**config.mk**
```make
export PLATFORM = sky130hd
export DESIGN_NAME = supply_reset_window_watchdog
export DESIGN_NICKNAME = d
export VERILOG_FILES = /design/src/supervisor_pkg.sv /design/src/supply_reset_window_watchdog.sv
export SDC_FILE = /design/constraint.sdc
export NUM_CORES = 1
export LEC_CHECK = 0
export ABC_AREA = 1
export BUFFER_PORTS_ARGS = -buffer_cell sky130_fd_sc_hd__buf_2
export CORE_UTILIZATION = 40
export DETAILED_ROUTE_END_ITERATION = 16
export GPL_ROUTABILITY_DRIVEN = 0
export PLACE_DENSITY_LB_ADDON = 0.2
export SKIP_LAST_GASP = 1
export SYNTH_ARGS = -nofsm -noshare
export SYNTH_HDL_FRONTEND = slang
export SYNTH_SLANG_ARGS = --single-unit
export TNS_END_PERCENT = 10
```
**constraint.sdc**
```tcl
create_clock -name sys_clk -period 14 [get_ports sys_clk]
set_input_delay 0 -clock sys_clk [delete_from_list [all_inputs] [get_ports sys_clk]]
set_output_delay 0 -clock sys_clk [all_outputs]
set_load 0.03 [all_outputs]
```
**src/supervisor_pkg.sv**
```systemverilog
// shared constants, types and the comparator glitch filter for the supply supervisor
`timescale 1ns/1ps
`default_nettype none

package supervisor_pkg;
    localparam int TW = 24;
    localparam int AW = 8;
    localparam int DW = 32;
    localparam int CLK_MHZ = 125;

    // register byte offsets
    localparam logic [AW-1:0] OFF_RST_ONE    = 8'h00;
    localparam logic [AW-1:0] OFF_RST_TWO    = 8'h04;
    localparam logic [AW-1:0] OFF_WD_TIME    = 8'h08;
    localparam logic [AW-1:0] OFF_GLITCH     = 8'h0c;
    localparam logic [AW-1:0] OFF_STATUS     = 8'h10;

    // status field positions
    localparam int ST_VALID_LO   = 0;
    localparam int ST_RESET_LO   = 2;
    localparam int ST_FAULT_N    = 4;
    localparam int ST_WD_RUN     = 5;
    localparam int ST_WD_STATE   = 6;
    localparam int ST_CONFIG     = 8;

    // timing figures as printed, and cycle counts derived from them
    localparam int RESET_MIN_NS   = 65000;
    localparam int WINDOW_MIN_NS  = 200000;
    localparam int RESET_MIN_CYC  = RESET_MIN_NS * CLK_MHZ / 1000;
    localparam int WINDOW_MIN_CYC = WINDOW_MIN_NS * CLK_MHZ / 1000;
    localparam logic [TW-1:0] GLITCH_DEFAULT = 24'h000010;

    // ratios between window figures, as shift amounts, and the fast kick limit
    localparam int LOWER_SHIFT   = 4;
    localparam int FAULT_SHIFT   = 3;
    localparam logic [1:0] FAST_KICK_LIMIT = 2'h2;

    localparam logic [TW-1:0] CNT_ONE  = 24'h000001;
    localparam logic [TW-1:0] CNT_ZERO = 24'h000000;
    localparam logic [DW-1:0] DATA_ZERO = 32'h00000000;

    typedef enum logic [1:0] {WD_OFF, WD_WINDOW, WD_FAULT} wd_state_t;
    typedef enum logic [1:0] {CFG_OPEN, CFG_HIGH, CFG_LOW} config_mode_t;

    typedef struct packed {
        logic          wr;
        logic          rd;
        logic [AW-1:0] addr;
        logic [DW-1:0] wdata;
    } reg_req_t;
endpackage : supervisor_pkg

module glitch_filter (
    // clock and reset
    input  wire logic                         sys_clk,
    input  wire logic                         reset,
    // level in and filtered level out
    input  wire logic                         level_in,
    input  wire logic [supervisor_pkg::TW-1:0] limit,
    output logic                              level_out
);
    logic [supervisor_pkg::TW-1:0] cnt_r;
    logic                          level_r;
    wire  differs = level_in != level_r;
    wire  held    = (cnt_r + supervisor_pkg::CNT_ONE) >= limit;

    // state moves only after the new value held for the full limit
    always_ff @(posedge sys_clk or posedge reset) begin
        if (reset) begin
            cnt_r   <= supervisor_pkg::CNT_ZERO;
            level_r <= 1'b0;
        end else if (!differs) begin
            cnt_r   <= supervisor_pkg::CNT_ZERO;
        end else if (held) begin
            cnt_r   <= supervisor_pkg::CNT_ZERO;
            level_r <= level_in;
        end else begin
            cnt_r   <= cnt_r + supervisor_pkg::CNT_ONE;
        end
    end

    assign level_out = level_r;

    filter_hold_a: assert property (@(posedge sys_clk) disable iff (reset)
        $changed(level_r) |-> ($past(cnt_r) + supervisor_pkg::CNT_ONE) >= $past(limit)
            && $past(level_in) == level_r)
        else $error("filtered level changed before the hold time");
endmodule : glitch_filter

`default_nettype wire

```
**src/supply_reset_window_watchdog.sv**
```systemverilog
// two-channel supply reset supervisor with window watchdog
// Contract
// - reset held low while output invalid
// - valid starts timer, release after timeout
// - invalid during timing clears the timer
// - monitor changes only after glitch-filter hold
// - only kick falling edges count as service
// - over two kicks in fast period faults
// - no kick within slow period faults
// - slow period is sixteen fast periods
// - fault low for eighth of upper bound
// - kicks ignored while fault timer runs
// - idle kick gives repeating fault pulse train
// - reset going low releases fault output
// - watchdog enabled when enable pin low
// - config high: sequenced, independent timers, both gate
// - config low: sequenced, shared timer, both release
// - config open: simultaneous, channel one gates watchdog
// - default reset timeout about 65 us
// - reset timeout scales linearly with setting
// - lower bound is upper bound over sixteen
// - default window upper bound about 200 us
//
// Added by the designer: the register addresses and strobed register access.
`timescale 1ns/1ps
`default_nettype none

module supply_reset_window_watchdog #(
    parameter logic [supervisor_pkg::TW-1:0] RESET_DEFAULT_CYC =
        supervisor_pkg::TW'(supervisor_pkg::RESET_MIN_CYC),
    parameter logic [supervisor_pkg::TW-1:0] WINDOW_DEFAULT_CYC =
        supervisor_pkg::TW'(supervisor_pkg::WINDOW_MIN_CYC)
) (
    // clock and reset
    input  wire logic                          sys_clk,
    input  wire logic                          reset,
    // register port
    input  wire supervisor_pkg::reg_req_t      reg_req,
    output logic [supervisor_pkg::DW-1:0]      reg_rdata,
    // comparator results, high when output above threshold
    input  wire logic [1:0]                    output_sense_valid,
    // configuration pin, decoded as high, low or open
    input  wire logic                          config_is_high,
    input  wire logic                          config_is_low,
    // watchdog pins
    input  wire logic                          watchdog_kick,
    input  wire logic                          watchdog_enable_n,
    // outputs
    output logic                               channel_two_start,
    output logic                               channel_one_reset_n,
    output logic                               channel_two_reset_n,
    output logic                               watchdog_fault_n
);
    localparam int NSYNC = 6;
    localparam int TW    = supervisor_pkg::TW;

    // pin synchronisers: three flops, change taken when second and third agree
    wire  [NSYNC-1:0] pin_raw = {config_is_low, config_is_high, watchdog_enable_n,
                                 watchdog_kick, output_sense_valid};
    localparam logic [NSYNC-1:0] PIN_RESET = 6'h04;
    logic [NSYNC-1:0] sync1_r;
    logic [NSYNC-1:0] sync2_r;
    logic [NSYNC-1:0] sync3_r;
    logic [NSYNC-1:0] stable_r;
    // channel two start only trusts the config decode once the synchroniser has filled after reset
    localparam int SETTLE = 4;
    logic [SETTLE-1:0] settle_r;
    wire              pins_settled = settle_r[SETTLE-1];

    always_ff @(posedge sys_clk or posedge reset) begin
        if (reset) begin
            sync1_r  <= PIN_RESET;
            sync2_r  <= PIN_RESET;
            sync3_r  <= PIN_RESET;
            stable_r <= PIN_RESET;
            settle_r <= '0;
        end else begin
            sync1_r  <= pin_raw;
            sync2_r  <= sync1_r;
            sync3_r  <= sync2_r;
            stable_r <= (sync2_r & sync3_r) | (stable_r & (sync2_r | sync3_r));
            settle_r <= {settle_r[SETTLE-2:0], 1'b1};
        end
    end

    wire [1:0] sense_s   = stable_r[1:0];
    wire       kick_s    = stable_r[2];
    wire       wd_dis_s  = stable_r[3];
    wire       cfg_hi_s  = stable_r[4];
    wire       cfg_lo_s  = stable_r[5];

    supervisor_pkg::config_mode_t cfg_mode;
    assign cfg_mode = cfg_hi_s ? supervisor_pkg::CFG_HIGH :
                      cfg_lo_s ? supervisor_pkg::CFG_LOW : supervisor_pkg::CFG_OPEN;

    // timing registers, zero means left at default
    logic [TW-1:0] rst_one_time_r;
    logic [TW-1:0] rst_two_time_r;
    logic [TW-1:0] wd_time_r;
    logic [TW-1:0] glitch_time_r;
    logic [supervisor_pkg::DW-1:0] rdata_r;

    wire hit_rst_one = reg_req.addr == supervisor_pkg::OFF_RST_ONE;
    wire hit_rst_two = reg_req.addr == supervisor_pkg::OFF_RST_TWO;
    wire hit_wd      = reg_req.addr == supervisor_pkg::OFF_WD_TIME;
    wire hit_glitch  = reg_req.addr == supervisor_pkg::OFF_GLITCH;
    wire hit_status  = reg_req.addr == supervisor_pkg::OFF_STATUS;
    wire [TW-1:0] wfield = reg_req.wdata[TW-1:0];

    always_ff @(posedge sys_clk or posedge reset) begin
        if (reset) begin
            rst_one_time_r <= supervisor_pkg::CNT_ZERO;
            rst_two_time_r <= supervisor_pkg::CNT_ZERO;
            wd_time_r      <= supervisor_pkg::CNT_ZERO;
            glitch_time_r  <= supervisor_pkg::CNT_ZERO;
        end else if (reg_req.wr) begin
            if (hit_rst_one) rst_one_time_r <= wfield;
            if (hit_rst_two) rst_two_time_r <= wfield;
            if (hit_wd)      wd_time_r      <= wfield;
            if (hit_glitch)  glitch_time_r  <= wfield;
        end
    end

    // effective counts
    wire [TW-1:0] rst_time_one = (rst_one_time_r == supervisor_pkg::CNT_ZERO) ?
                                 RESET_DEFAULT_CYC : rst_one_time_r;
    wire [TW-1:0] rst_time_two = (rst_two_time_r == supervisor_pkg::CNT_ZERO) ?
                                 RESET_DEFAULT_CYC : rst_two_time_r;
    wire [TW-1:0] upper_cyc    = (wd_time_r == supervisor_pkg::CNT_ZERO) ?
                                 WINDOW_DEFAULT_CYC : wd_time_r;
    wire [TW-1:0] lower_cyc    = upper_cyc >> supervisor_pkg::LOWER_SHIFT;
    wire [TW-1:0] fault_cyc    = upper_cyc >> supervisor_pkg::FAULT_SHIFT;
    wire [TW-1:0] glitch_cyc   = (glitch_time_r == supervisor_pkg::CNT_ZERO) ?
                                 supervisor_pkg::GLITCH_DEFAULT : glitch_time_r;

    // glitch-filtered monitor state per channel
    logic [1:0] ch_valid;
    genvar gi;
    generate
        for (gi = 0; gi < 2; gi++) begin : g_filter
            glitch_filter u_filter (
                .sys_clk   (sys_clk),
                .reset     (reset),
                .level_in  (sense_s[gi]),
                .limit     (glitch_cyc),
                .level_out (ch_valid[gi])
            );
        end
    endgenerate

    // channel two regulator start: sequenced unless open
    // the reset value of the config flops reads as open, so hold off until settled
    wire ch_two_start_nxt = pins_settled &
                            ((cfg_mode == supervisor_pkg::CFG_OPEN) | ch_valid[0]);

    // reset timers; low config shares timer one over both channels
    wire shared_mode = cfg_mode == supervisor_pkg::CFG_LOW;
    wire [1:0] tmr_run;
    assign tmr_run[0] = shared_mode ? (ch_valid[0] & ch_valid[1]) : ch_valid[0];
    assign tmr_run[1] = ch_valid[1] & ~shared_mode;
    wire [TW-1:0] tmr_limit [2];
    assign tmr_limit[0] = rst_time_one;
    assign tmr_limit[1] = rst_time_two;

    logic [TW-1:0] rst_cnt_r [2];
    logic [1:0]    tmr_done;
    logic [1:0]    reset_n_r;
    generate
        for (gi = 0; gi < 2; gi++) begin : g_timer
            assign tmr_done[gi] = tmr_run[gi] && (rst_cnt_r[gi] >= tmr_limit[gi]);
            always_ff @(posedge sys_clk or posedge reset) begin
                if (reset) begin
                    rst_cnt_r[gi] <= supervisor_pkg::CNT_ZERO;
                end else if (!tmr_run[gi]) begin
                    rst_cnt_r[gi] <= supervisor_pkg::CNT_ZERO;
                end else if (!tmr_done[gi]) begin
                    rst_cnt_r[gi] <= rst_cnt_r[gi] + supervisor_pkg::CNT_ONE;
                end
            end
        end
    endgenerate

    wire [1:0] reset_n_nxt;
    assign reset_n_nxt[0] = ch_valid[0] & tmr_done[0];
    assign reset_n_nxt[1] = ch_valid[1] & (shared_mode ? tmr_done[0] : tmr_done[1]);

    // watchdog gate per configuration
    wire wd_gate = (cfg_mode == supervisor_pkg::CFG_OPEN) ? reset_n_r[0] :
                   (reset_n_r[0] & reset_n_r[1]);
    wire wd_run  = wd_gate & ~wd_dis_s;
    wire any_reset_low = ~(reset_n_r[0] & reset_n_r[1]);

    // kick edge detection on the stable level
    logic kick_prev_r;
    wire  kick_fall = kick_prev_r & ~kick_s;

    supervisor_pkg::wd_state_t wd_state_r;
    supervisor_pkg::wd_state_t wd_state_nxt;
    logic [TW-1:0] win_cnt_r;
    logic [TW-1:0] win_cnt_nxt;
    logic [1:0]    kick_cnt_r;
    logic [1:0]    kick_cnt_nxt;
    logic          fault_n_r;

    wire in_fast    = win_cnt_r < lower_cyc;
    wire win_expire = (win_cnt_r + supervisor_pkg::CNT_ONE) >= upper_cyc;
    wire flt_expire = (win_cnt_r + supervisor_pkg::CNT_ONE) >= fault_cyc;

    always_comb begin
        wd_state_nxt = wd_state_r;
        win_cnt_nxt  = win_cnt_r + supervisor_pkg::CNT_ONE;
        kick_cnt_nxt = kick_cnt_r;
        if (!wd_run) begin
            wd_state_nxt = supervisor_pkg::WD_OFF;
            win_cnt_nxt  = supervisor_pkg::CNT_ZERO;
            kick_cnt_nxt = 2'h0;
        end else begin
            unique case (wd_state_r)
                supervisor_pkg::WD_OFF: begin
                    wd_state_nxt = supervisor_pkg::WD_WINDOW;
                    win_cnt_nxt  = supervisor_pkg::CNT_ZERO;
                    kick_cnt_nxt = 2'h0;
                end
                supervisor_pkg::WD_WINDOW: begin
                    if (kick_fall && in_fast) begin
                        if (kick_cnt_r == supervisor_pkg::FAST_KICK_LIMIT) begin
                            wd_state_nxt = supervisor_pkg::WD_FAULT;
                            win_cnt_nxt  = supervisor_pkg::CNT_ZERO;
                            kick_cnt_nxt = 2'h0;
                        end else begin
                            kick_cnt_nxt = kick_cnt_r + 2'h1;
                        end
                    end else if (kick_fall) begin
                        win_cnt_nxt  = supervisor_pkg::CNT_ZERO;
                        kick_cnt_nxt = 2'h0;
                    end else if (win_expire) begin
                        wd_state_nxt = supervisor_pkg::WD_FAULT;
                        win_cnt_nxt  = supervisor_pkg::CNT_ZERO;
                        kick_cnt_nxt = 2'h0;
                    end
                end
                supervisor_pkg::WD_FAULT: begin
                    // kicks are not looked at here
                    if (any_reset_low || flt_expire) begin
                        wd_state_nxt = supervisor_pkg::WD_WINDOW;
                        win_cnt_nxt  = supervisor_pkg::CNT_ZERO;
                    end
                end
                default: begin
                    wd_state_nxt = supervisor_pkg::WD_OFF;
                    win_cnt_nxt  = supervisor_pkg::CNT_ZERO;
                end
            endcase
        end
    end

    always_ff @(posedge sys_clk or posedge reset) begin
        if (reset) begin
            wd_state_r  <= supervisor_pkg::WD_OFF;
            win_cnt_r   <= supervisor_pkg::CNT_ZERO;
            kick_cnt_r  <= 2'h0;
            kick_prev_r <= 1'b1;
            fault_n_r   <= 1'b1;
            reset_n_r   <= 2'h0;
            channel_two_start <= 1'b0;
        end else begin
            wd_state_r  <= wd_state_nxt;
            win_cnt_r   <= win_cnt_nxt;
            kick_cnt_r  <= kick_cnt_nxt;
            kick_prev_r <= kick_s;
            fault_n_r   <= wd_state_nxt != supervisor_pkg::WD_FAULT;
            reset_n_r   <= reset_n_nxt;
            channel_two_start <= ch_two_start_nxt;
        end
    end

    assign channel_one_reset_n = reset_n_r[0];
    assign channel_two_reset_n = reset_n_r[1];
    assign watchdog_fault_n    = fault_n_r;

    // register read, data one cycle after the strobe, zero elsewhere
    logic [supervisor_pkg::DW-1:0] status_word;
    always_comb begin
        status_word = supervisor_pkg::DATA_ZERO;
        status_word[supervisor_pkg::ST_VALID_LO +: 2] = ch_valid;
        status_word[supervisor_pkg::ST_RESET_LO +: 2] = reset_n_r;
        status_word[supervisor_pkg::ST_FAULT_N]       = fault_n_r;
        status_word[supervisor_pkg::ST_WD_RUN]        = wd_run;
        status_word[supervisor_pkg::ST_WD_STATE +: 2] = wd_state_r;
        status_word[supervisor_pkg::ST_CONFIG +: 2]   = cfg_mode;
    end

    wire [supervisor_pkg::DW-1:0] rd_mux =
        hit_rst_one ? {8'h00, rst_one_time_r} :
        hit_rst_two ? {8'h00, rst_two_time_r} :
        hit_wd      ? {8'h00, wd_time_r} :
        hit_glitch  ? {8'h00, glitch_time_r} :
        hit_status  ? status_word : supervisor_pkg::DATA_ZERO;

    always_ff @(posedge sys_clk or posedge reset) begin
        if (reset) rdata_r <= supervisor_pkg::DATA_ZERO;
        else if (reg_req.rd) rdata_r <= rd_mux;
        else rdata_r <= supervisor_pkg::DATA_ZERO;
    end
    assign reg_rdata = rdata_r;

    // checks
    invalid_holds_reset_a: assert property (@(posedge sys_clk) disable iff (reset)
        !ch_valid[0] |=> !channel_one_reset_n)
        else $error("channel one reset released while output invalid");

    release_after_timeout_a: assert property (@(posedge sys_clk) disable iff (reset)
        $rose(channel_one_reset_n) |-> $past(rst_cnt_r[0]) >= $past(rst_time_one))
        else $error("channel one reset released before timeout");

    invalid_clears_timer_a: assert property (@(posedge sys_clk) disable iff (reset)
        !tmr_run[0] |=> rst_cnt_r[0] == supervisor_pkg::CNT_ZERO)
        else $error("reset timer not cleared when supply invalid");

    rising_kick_ignored_a: assert property (@(posedge sys_clk) disable iff (reset)
        wd_run && wd_state_r == supervisor_pkg::WD_WINDOW && !kick_fall && !win_expire
        |=> wd_state_r == supervisor_pkg::WD_WINDOW && win_cnt_r == $past(win_cnt_r) + 1)
        else $error("window restarted without a falling kick");

    fast_kicks_fault_a: assert property (@(posedge sys_clk) disable iff (reset)
        wd_run && wd_state_r == supervisor_pkg::WD_WINDOW && kick_fall && in_fast
        && kick_cnt_r == 2'h2 |=> !watchdog_fault_n)
        else $error("third fast kick did not fault");

    slow_window_fault_a: assert property (@(posedge sys_clk) disable iff (reset)
        wd_run && wd_state_r == supervisor_pkg::WD_WINDOW && !kick_fall && win_expire
        |=> !watchdog_fault_n)
        else $error("window expiry did not fault");

    fault_low_time_a: assert property (@(posedge sys_clk) disable iff (reset)
        wd_run && wd_state_r == supervisor_pkg::WD_FAULT && !any_reset_low
        && win_cnt_r + 1 < fault_cyc |=> !watchdog_fault_n)
        else $error("fault output released early");

    fault_kick_ignored_a: assert property (@(posedge sys_clk) disable iff (reset)
        wd_state_r == supervisor_pkg::WD_FAULT && kick_fall && wd_run
        |=> kick_cnt_r == 2'h0)
        else $error("kick counted during fault time");

    reset_releases_fault_a: assert property (@(posedge sys_clk) disable iff (reset)
        !watchdog_fault_n && any_reset_low |=> watchdog_fault_n)
        else $error("fault output held while a reset is low");

    disable_pin_a: assert property (@(posedge sys_clk) disable iff (reset)
        wd_dis_s |=> watchdog_fault_n && wd_state_r == supervisor_pkg::WD_OFF)
        else $error("watchdog active while disabled");

    cover_slow_fault_c: cover property (@(posedge sys_clk) disable iff (reset)
        wd_state_r == supervisor_pkg::WD_WINDOW && win_expire && !kick_fall);
    cover_fast_fault_c: cover property (@(posedge sys_clk) disable iff (reset)
        kick_fall && in_fast && kick_cnt_r == 2'h2);
    cover_shared_release_c: cover property (@(posedge sys_clk) disable iff (reset)
        shared_mode && $rose(channel_two_reset_n));
    cover_pulse_train_c: cover property (@(posedge sys_clk) disable iff (reset)
        $rose(watchdog_fault_n) && wd_run);
endmodule : supply_reset_window_watchdog

`default_nettype wire

```
After elaboration in Yosys (flattened, before gate mapping)
Cells that the tools add are included.
{ "classes": {"n_addsub": 6, "order_cmp": 7, "eq_ne": 15, "mux": 43, "bitwise_logic": 17, "n_reduce_logical": 18} }
{ "ops": {"columns": ["operator", "n"], "rows": [
  ["$mux 24", 22],
  ["$add 24x1->24 const B", 5],
  ["$ge 24x24->1", 5],
  ["$logic_not 24->1", 4],
  ["$pmux 24 s2", 1],
  ["$mux 32", 1],
  ["$mux 2", 13],
  ["$ge 24x21->1", 1],
  ["$lt 24x20->1", 1],
  ["$eq 8x4->1 const B", 2],
  ["$reduce_and 2->1", 7],
  ["$and 6x6->6", 2],
  ["$or 6x6->6", 2],
  ["$mux 10", 1],
  ["$and 1x1->1", 8],
  ["$eq 8x3->1 const B", 1],
  ["$eq 8x5->1 const B", 1],
  ["$logic_not 8->1", 1],
  ["$eq 2x2->1 const B", 3],
  ["$ne 2x2->1 const B", 3],
  ["$pmux 2 s3", 1],
  ["$ne 5x5->1 const B", 1],
  ["$logic_not 2->1", 2],
  ["$not 1->1", 4],
  ["other kinds (9)", 14]
]} }
{ "totals": {"register_bits": 287, "inputBits": 50, "out_inout_bits": 36, "wordCells": 129} }

Longest topological paths before layout
Gate-level depths: netlist of the first run.
{ "logic_depth": {"ltp_word": 11, "mapped_depth": 28, "depth_no_buf": 28} }

Modules after synthesis
Synthesis of the first run repeated with hierarchy kept, for this count alone.
{ "hier_totals": {"hier_cells": 2318, "area_unflattened_um2": 18013.5} }
{ "modules_own_cells": {"columns": ["mod", "n_inst", "cells_per_inst", "area_each_um2", "seq_area_each_um2"], "rows": [
  ["supply_reset_window_watchdog", 1, 1702, 13699.4, 5738.0],
  ["glitch_filter", 2, 308, 2157.1, 625.6]
]} }

Worst setup path after synthesis of the first run
No wires, ideal clock.
{ "synth_timing": {"kind": "register -> register", "from": "reg g_filter[1].u_filter.cnt_r[0] (netlist name)", "to": "reg g_filter[1].u_filter.cnt_r[10] (netlist name)", "setup_ps": 131, "t_arrival_ps": 3283, "required_ps": 13869, "path_slack_ps": 10586, "path_stages_with_launch": 23, "path_buffers": 1, "period_less_slack_ps": 3414, "path_cell_list": "dfrtp_1 ha_1 nand3_1 nor2_2 nand2_1 inv_1 nand4_1 nor2_2 nand2_1 nor3_2 nand3_1 nor2_2 nand2_1 xor2_1 inv_1 ha_1 nand4_1 nor3_1 nand4_1 nand3_1 o21bai_1 clkbuf_1 nor2_1"} }
{ "synth_between": {"elab_chain_cells": 4} }
{ "synth_rtl": {"columns": ["element", "line_no", "rtl"], "rows": [
  ["start, declared", "supervisor_pkg.sv:62", "logic [supervisor_pkg::TW-1:0] cnt_r;"],
  ["start signal, assigned", "supervisor_pkg.sv:70", "cnt_r <= supervisor_pkg::CNT_ZERO;"],
  ["start signal, assigned", "supervisor_pkg.sv:73", "cnt_r <= supervisor_pkg::CNT_ZERO;"],
  ["start signal, assigned", "supervisor_pkg.sv:75", "cnt_r <= supervisor_pkg::CNT_ZERO;"],
  ["$add 24x1->24 *", "supervisor_pkg.sv:65, supervisor_pkg.sv:78", null],
  ["$ge 24x24->1", "supervisor_pkg.sv:65", "wire held = (cnt_r + supervisor_pkg::CNT_ONE) >= limit;"],
  ["$mux 24 *", "supervisor_pkg.sv:74", "end else if (held) begin"],
  ["$mux 24 *", "supervisor_pkg.sv:72", "end else if (!differs) begin"]
]} }
Every way passes the cells marked *; elsewhere a longest branch is shown, timed or not.
A chain may end at the register's enable or synchronous reset.

Worst setup path after layout of the first run
{ "layout_timing": {"from": "reg g_filter[0].u_filter.cnt_r[0] (netlist name)", "to": "reg g_filter[0].u_filter.cnt_r[16] (netlist name)"} }
{ "layout_between": {"elab_chain_cells": 4} }
{ "layout_rtl": {"columns": ["element", "line_no"], "rows": [
  ["start, declared", "supervisor_pkg.sv:62"],
  ["start signal, assigned", "supervisor_pkg.sv:70"],
  ["start signal, assigned", "supervisor_pkg.sv:73"],
  ["start signal, assigned", "supervisor_pkg.sv:75"],
  ["$add 24x1->24 *", "supervisor_pkg.sv:65, supervisor_pkg.sv:78"],
  ["$ge 24x24->1", "supervisor_pkg.sv:65"],
  ["$mux 24 *", "supervisor_pkg.sv:74"],
  ["$mux 24 *", "supervisor_pkg.sv:72"]
]} }
Marks and branches as above.

==> results.toml, run 1 <==
[synthesis]
synth-warning-count = 0
synth_area_sq_um = 17300
synth-async-reset-ratio_pct = 100
synthCells = 2177
synth_area_leader_cell = "dfrtp_1"
synthFlopType = "dfrtp_1"
synth.most_common_cell = "nand2_1"
synth_common_cells = "nand2_1, inv_1, dfrtp_1"
ys_types = 51
ys_seq_area_share_pct = 40.4
synth_edf_count = 0
synth_seq_cells = 279
synth_top_area_share_pct = 39.5
synthTopCellsByArea = "dfrtp_1, ha_1, nand2_1"
synth.avg_cell_area_sq_um = 7.94

[route]
via_per_inst = 5.06
drt_pre_antenna_iters = 5
routed.top_layer = "met5"
ant_nets = 0
dr_wl_met2_mm = 21.6
vias = 14530
drt-initial-drc-count = 998
drcViolationCount = 0
wirelength_mm = 47.0
post_drt_wl_per_cell_um = 16.4
drt-met1-wl_mm = 21.5
dr_wl_met3_mm = 2.35

[setup_path]
path_cells = "ha_1, nand3_1, nor2_1, nand4_1, nor2_2, nand4_2, nor2_1, nand2_1, nor3_2, nand2_1, nand2_1, inv_1, or2_1, ha_1, nand4_1, nor3_1, a221oi_1, nand4_1, nor3_1"
endpoint = "g_filter[0].u_filter.cnt_r[16]"
cp.depth = 19
worst_ep_arrival_time_ns = 4.85
slowest_delay_ns = 0.83
startpoint_type = "register"
worst_path_max_delay_cell = "nand4_1"
cp-end-kind = "register"
reg2reg_depth = 19
cp-startpoint = "g_filter[0].u_filter.cnt_r[0]"
regToRegEndpoint = "g_filter[0].u_filter.cnt_r[16]"
path_buf_inv = 1
r2r-start = "g_filter[0].u_filter.cnt_r[0]"
crit_required_ns = 14.44
cp_max_fo = 23
rrSetupSlack_ns = 9.59
cp_top_family = "simple AND/OR/NAND/NOR gates"
worstSetupPathType = "register to register"

[power]
max-vdd-ir-drop_uv = 91.4
p_per_area_nw_per_um2 = 114
leakagePower_uw = 0.00975

[sta]
slew_headroom_pct = 34.3
worst_slew_pin_slew_ns = 0.983
setup_slack_ns = 9.59
finalClockSkew_ns = 0.0265
setup_viol_count_final = 0
tns_ns = 0
fmax_mhz = 227
rsz0062_at_grt = "no"
hold_viol_final = 0
drv_slew = 0
hold-worst-slack_ns = 0.0859
min_period_over_period_pct = 31.5
min_period_ns = 4.41

[clocking]
cts_tree = "yes"
cts.reportedPaths.clkPinSlew_ns = 0.06
clk_path_buf_depth = 3
post_cts_resized = 0
cts.sinks = 279
cts_buffers = 34
clock-root-buffer = "clkbuf_16"
htreeDepth = 2
clock_latency_ns = 0.56

[global_route]
grt_overflow = 0
antenna_found_initial = 2
first_global_vias = 14157
grt_max_degree = 151
grt_use_total_pct = 22.0
grt_pass1_wl_mm = 76.1

[cells_and_area]
final-seq-area_sq_um = 6990
final_nets = 2487
synthToLayoutAreaGrowth_pct = 14.1
finalCoreUtilization_pct = 46.6
drive_gt1_share_pct = 8.63
fillers = 4160
multi_input_area_sq_um = 8600

[placed_design]
dp_slack_ns = 9.46
portBuffers = 69
dp_hpwl_mm = 35.8

[die]
rows = 75
die_h_um = 210
die_w_um = 210
num_io_pins = 86
core_sq_um = 42300
die_area_sq_um = 44100
floorplan.initialDensity_pct = 40.9

[job]
drv_cap = 0

[run_status]
status = "finished, final reports clean"

[worst_hold_path]
worstHoldStart = "reg_req[41]"
worstHoldPathType = "primary input to register"
## through the flow
step | total power (uW) | area [sq um] | cells
after CTS | 2270 | 19700 | 2870
after detailed placement | 1300 | 18200 | 2777
after floorplan | 1170 | 17300 | 2184
final | 2240 | 19700 | 2871
after global placement | 1280 | 18200 | 2777
after global routing | 2370 | 19700 | 2870
## how the worst min path moves through the flow
stage	end	slack, ns	depth (start not counted)
6_report	glitch_time_r[12]	0.09	5
5_1_grt	sync1_r[1]	0.09	2
4_1_cts	glitch_time_r[21]	0.06	5
3_5_place_dp	sync1_r[2]	0.11	1
3_3_place_gp	sync1_r[2]	0.11	1
2_1_floorplan	sync1_r[2]	0.004	0
## cell families (layout without fill, tap and decap cells)
group,count (synthesis),after routing,synth area share [%]
and+or+nand+nor,828,828,21.4
buffers and inverters,448,557,10.0
AOI/OAI and AO/OA,381,381,12.3
DFF,279,279,40.4
adders and majority gates,175,175,12.6
xor gates and xnor gates,64,64,3.24
other,2,10,0.0434
## per-layer routing
layer  vias up  global-route usage (%)
met3        84                    3.34
met1      6787                    29.8
met5         -                       0
met4         4                    8.18
li1       7314                       -
met2       341                    35.8
## worst register-to-register path: stages, from the launching register on
cell      delay [ns]
dfrtp_1         0.40
ha_1            0.20
nand3_1         0.15
nor2_1          0.19
nand4_1         0.14
nor2_2          0.18
nand4_2         0.12
nor2_1          0.15
nand2_1         0.12
nor3_2          0.15
nand2_1         0.10
nand2_1         0.07
inv_1           0.04
or2_1           0.20
ha_1            0.29
nand4_1         0.14
nor3_1          0.10
a221oi_1        0.34
nand4_1         0.83
nor3_1          0.40
## layout make-up
cell class	instances	area share, %
inverter	384	7.34
sequential	279	35.4
clock buffer	43	4.89
multi-input combinational	1457	43.6
clock inverter	18	1.24
antenna	1	0.0127
tap	577	3.66
timing repair buffer	112	3.85
## registers in the layout, summed over array words and instances (netlist names), 4 cells and up
name                     count
win_cnt_r                   24
stable_r                     6
sync1_r                      6
rst_cnt_r                   48
settle_r                     4
sync3_r                      6
rst_two_time_r              24
g_filter.u_filter.cnt_r     48
glitch_time_r               24
sync2_r                      6
reg_rdata                   24
rst_one_time_r              24
wd_time_r                   24
## cells in the final DEF, fill, tap and decap left out, drive strengths merged, types with 58 or more instances in the layout
| cell | synthesis | layout |
|---|---|---|
| nor3 | 73 | 73 |
| inv | 383 | 386 |
| nand4 | 63 | 63 |
| a21oi | 116 | 116 |
| nor2 | 180 | 180 |
| ha | 169 | 169 |
| xor2 | 58 | 58 |
| o21ai | 196 | 196 |
| buf | 15 | 80 |
| nand2 | 393 | 393 |
| nand3 | 79 | 79 |
| dfrtp | 273 | 273 |
## report_power, final
group          switching (uW)  total [uW]  internal [uW]
combinational             284         416            133
sequential               33.0         873            840
clock                     368         954            585
total                     685        2240           1560
## repair_timing
action,4_1_cts,5_1_grt
hold buffers,32,0
buffers inserted,0,0
endpoints found under the hold margin,240,0
(Power assumes the default switching activity.)
==> inputs of run 2 (changes only) <==
Clock period 14 ns to 4.22 ns, I/O delays scaled along.
==> results.toml, run 2 (synthesis gave the netlist of run 1 again) <==
[worst_hold_path]
worstHoldPathType = "primary input to asynchronous set/reset pin"

[setup_path]
crit_required_ns = 4.64
rrSetupSlack_ns = 0.26
slowest_delay_ns = 0.59
worstSetupPathType = "register to register"
cp-end-kind = "register"
path_buf_inv = 4
cp_top_family = "simple AND/OR/NAND/NOR gates"
startpoint_type = "register"
path_cells = "inv_1, nand4_1, nor4_1, nand3_1, nand2_1, inv_1, ha_1, nand2_1, nor2_1, nand4_1, nor2_1, nand2_1, nand4_1, o22ai_1, inv_1, o21ai_2, nand2_2, buf_6, nor2_1"
cp_max_fo = 24
worst_ep_arrival_time_ns = 4.38
worst_path_max_delay_cell = "nor4_1"

[route]
via_per_inst = 5.11
vias = 14767
ant_nets = 0
drcViolationCount = 0
wirelength_mm = 48.4
drt_pre_antenna_iters = 6
post_drt_wl_per_cell_um = 16.8
drt-initial-drc-count = 1012

[die]
num_io_pins = 86
core_sq_um = 42300
rows = 75
die_h_um = 210
floorplan.initialDensity_pct = 40.9
die_area_sq_um = 44100
die_w_um = 210

[sta]
rsz0062_at_grt = "yes"
setup_viol_count_final = 0
min_period_ns = 3.96
worst_slew_pin_slew_ns = 1.05
fmax_mhz = 253
finalClockSkew_ns = 0.0260
hold-worst-slack_ns = 0.0563
slew_headroom_pct = 30.1
drv_slew = 0
min_period_over_period_pct = 93.8
hold_viol_final = 0
tns_ns = 0

[cells_and_area]
reg_top3 = "g_filter.u_filter.cnt_r (48), rst_cnt_r (48)"
layout_common_cells = "nand2_1, inv_1, dfrtp_1, o21ai_0, ha_1"
final_nets = 2509
final_common_cell = "nand2_1"
synthToLayoutAreaGrowth_pct = 14.8
drive_gt1_share_pct = 9.56
antennaDiodeCount = 0

[clocking]
clk_path_buf_depth = 3
cts_buffers = 35
clock-root-buffer = "clkbuf_16"
htreeDepth = 2
cts_tree = "yes"
cts.reportedPaths.clkPinSlew_ns = 0.06
clock_latency_ns = 0.56
cts.sinks = 279

[power]
p_per_area_nw_per_um2 = 371
power_uw = 7370
leakagePower_uw = 0.00983
max-vdd-ir-drop_uv = 277

[placed_design]
portBuffers = 69
dp_hpwl_mm = 36.7

[job]
drv_cap = 0

[global_route]
grt_pass1_wl_mm = 78.4
grt_overflow = 0
grt_use_total_pct = 22.7
first_global_vias = 14563
grt_max_degree = 160
antenna_found_initial = 0

[run_status]
status = "finished, final reports clean"
run 2: changes by cell type in the layout (fill, tap and decap cells not counted), sizes merged:
cell,change
buf,+21
bufinv,-2
clkinvlp,+2
inv,-2
clkinv,-1
diode,-1
run 2: final timing paths:
kind	from	end	cells after the start
min reg2reg	settle_r[0]	settle_r[1]	0
min	reset	sync3_r[4]	3
min in group sys_clk	reg_req[41]	glitch_time_r[5]	5
max	wd_time_r[9]	win_cnt_r[17]	19
max reg2reg	wd_time_r[9]	win_cnt_r[17]	19
max in group asynchronous	reset	rst_two_time_r[12]	4
run 2: stage by stage:
stage / util (%) / setup WS [ns] / instance area [sq um] / instances
2_1_floorplan: - / 0.532 / 17300 / 2184
4_1_cts: 46.8 / 0.210 / 19800 / 2887
6_report: 46.9 / 0.260 / 19900 / 2888
5_1_grt: 46.9 / -0.00638 / 19900 / 2888
3_3_place_gp: 43.4 / 0.369 / 18300 / 2797
3_5_place_dp: 43.4 / 0.238 / 18300 / 2797
run 2: layer usage:
layer	vias to the layer above	global-route usage, %	share of wire (%)
met2	332	36.8	46
li1	7373	-	-
met4	0	8.96	3.5
met1	6984	30.8	46
met5	-	0	0
met3	78	2.98	4.6
run 2: cell type report:
| type | instances | area, sq um |
|---|---|---|
| sequential | 279 | 6990 |
| inverter | 384 | 1450 |
| clock inverter | 15 | 174 |
| multi-input combinational | 1457 | 8640 |
| timing repair buffer | 133 | 926 |
| fill | 4204 | 22500 |
| tap | 577 | 722 |
| clock buffer | 43 | 966 |
run 2: timing repair:
| action | in CTS | in global routing |
|---|---|---|
| hold endpoints to repair | 140 | 0 |
| setup buffers | 0 | 1 |
| hold buffers | 32 | 0 |
| endpoints found under the setup margin | 0 | 50 |
| resized for setup | 0 | 10 |
run 2: power by group:
part           total (uW)  internal, uW  switching [uW]
Combinational        1450           472             979
Sequential           2900          2790             113
Clock                3020          1810            1210
Total                7370          5070            2300
run 2: worst reg2reg max path: cells and delay by family, from the launching register on:
| family | cells | cell delay [ns] |
|---|---|---|
| AOI/OAI and AO/OA | 2 | 0.16 |
| adders and majority gates | 1 | 0.29 |
| buffers and inverters | 4 | 0.69 |
| and+or+nand+nor | 12 | 2.26 |
| DFF | 1 | 0.41 |
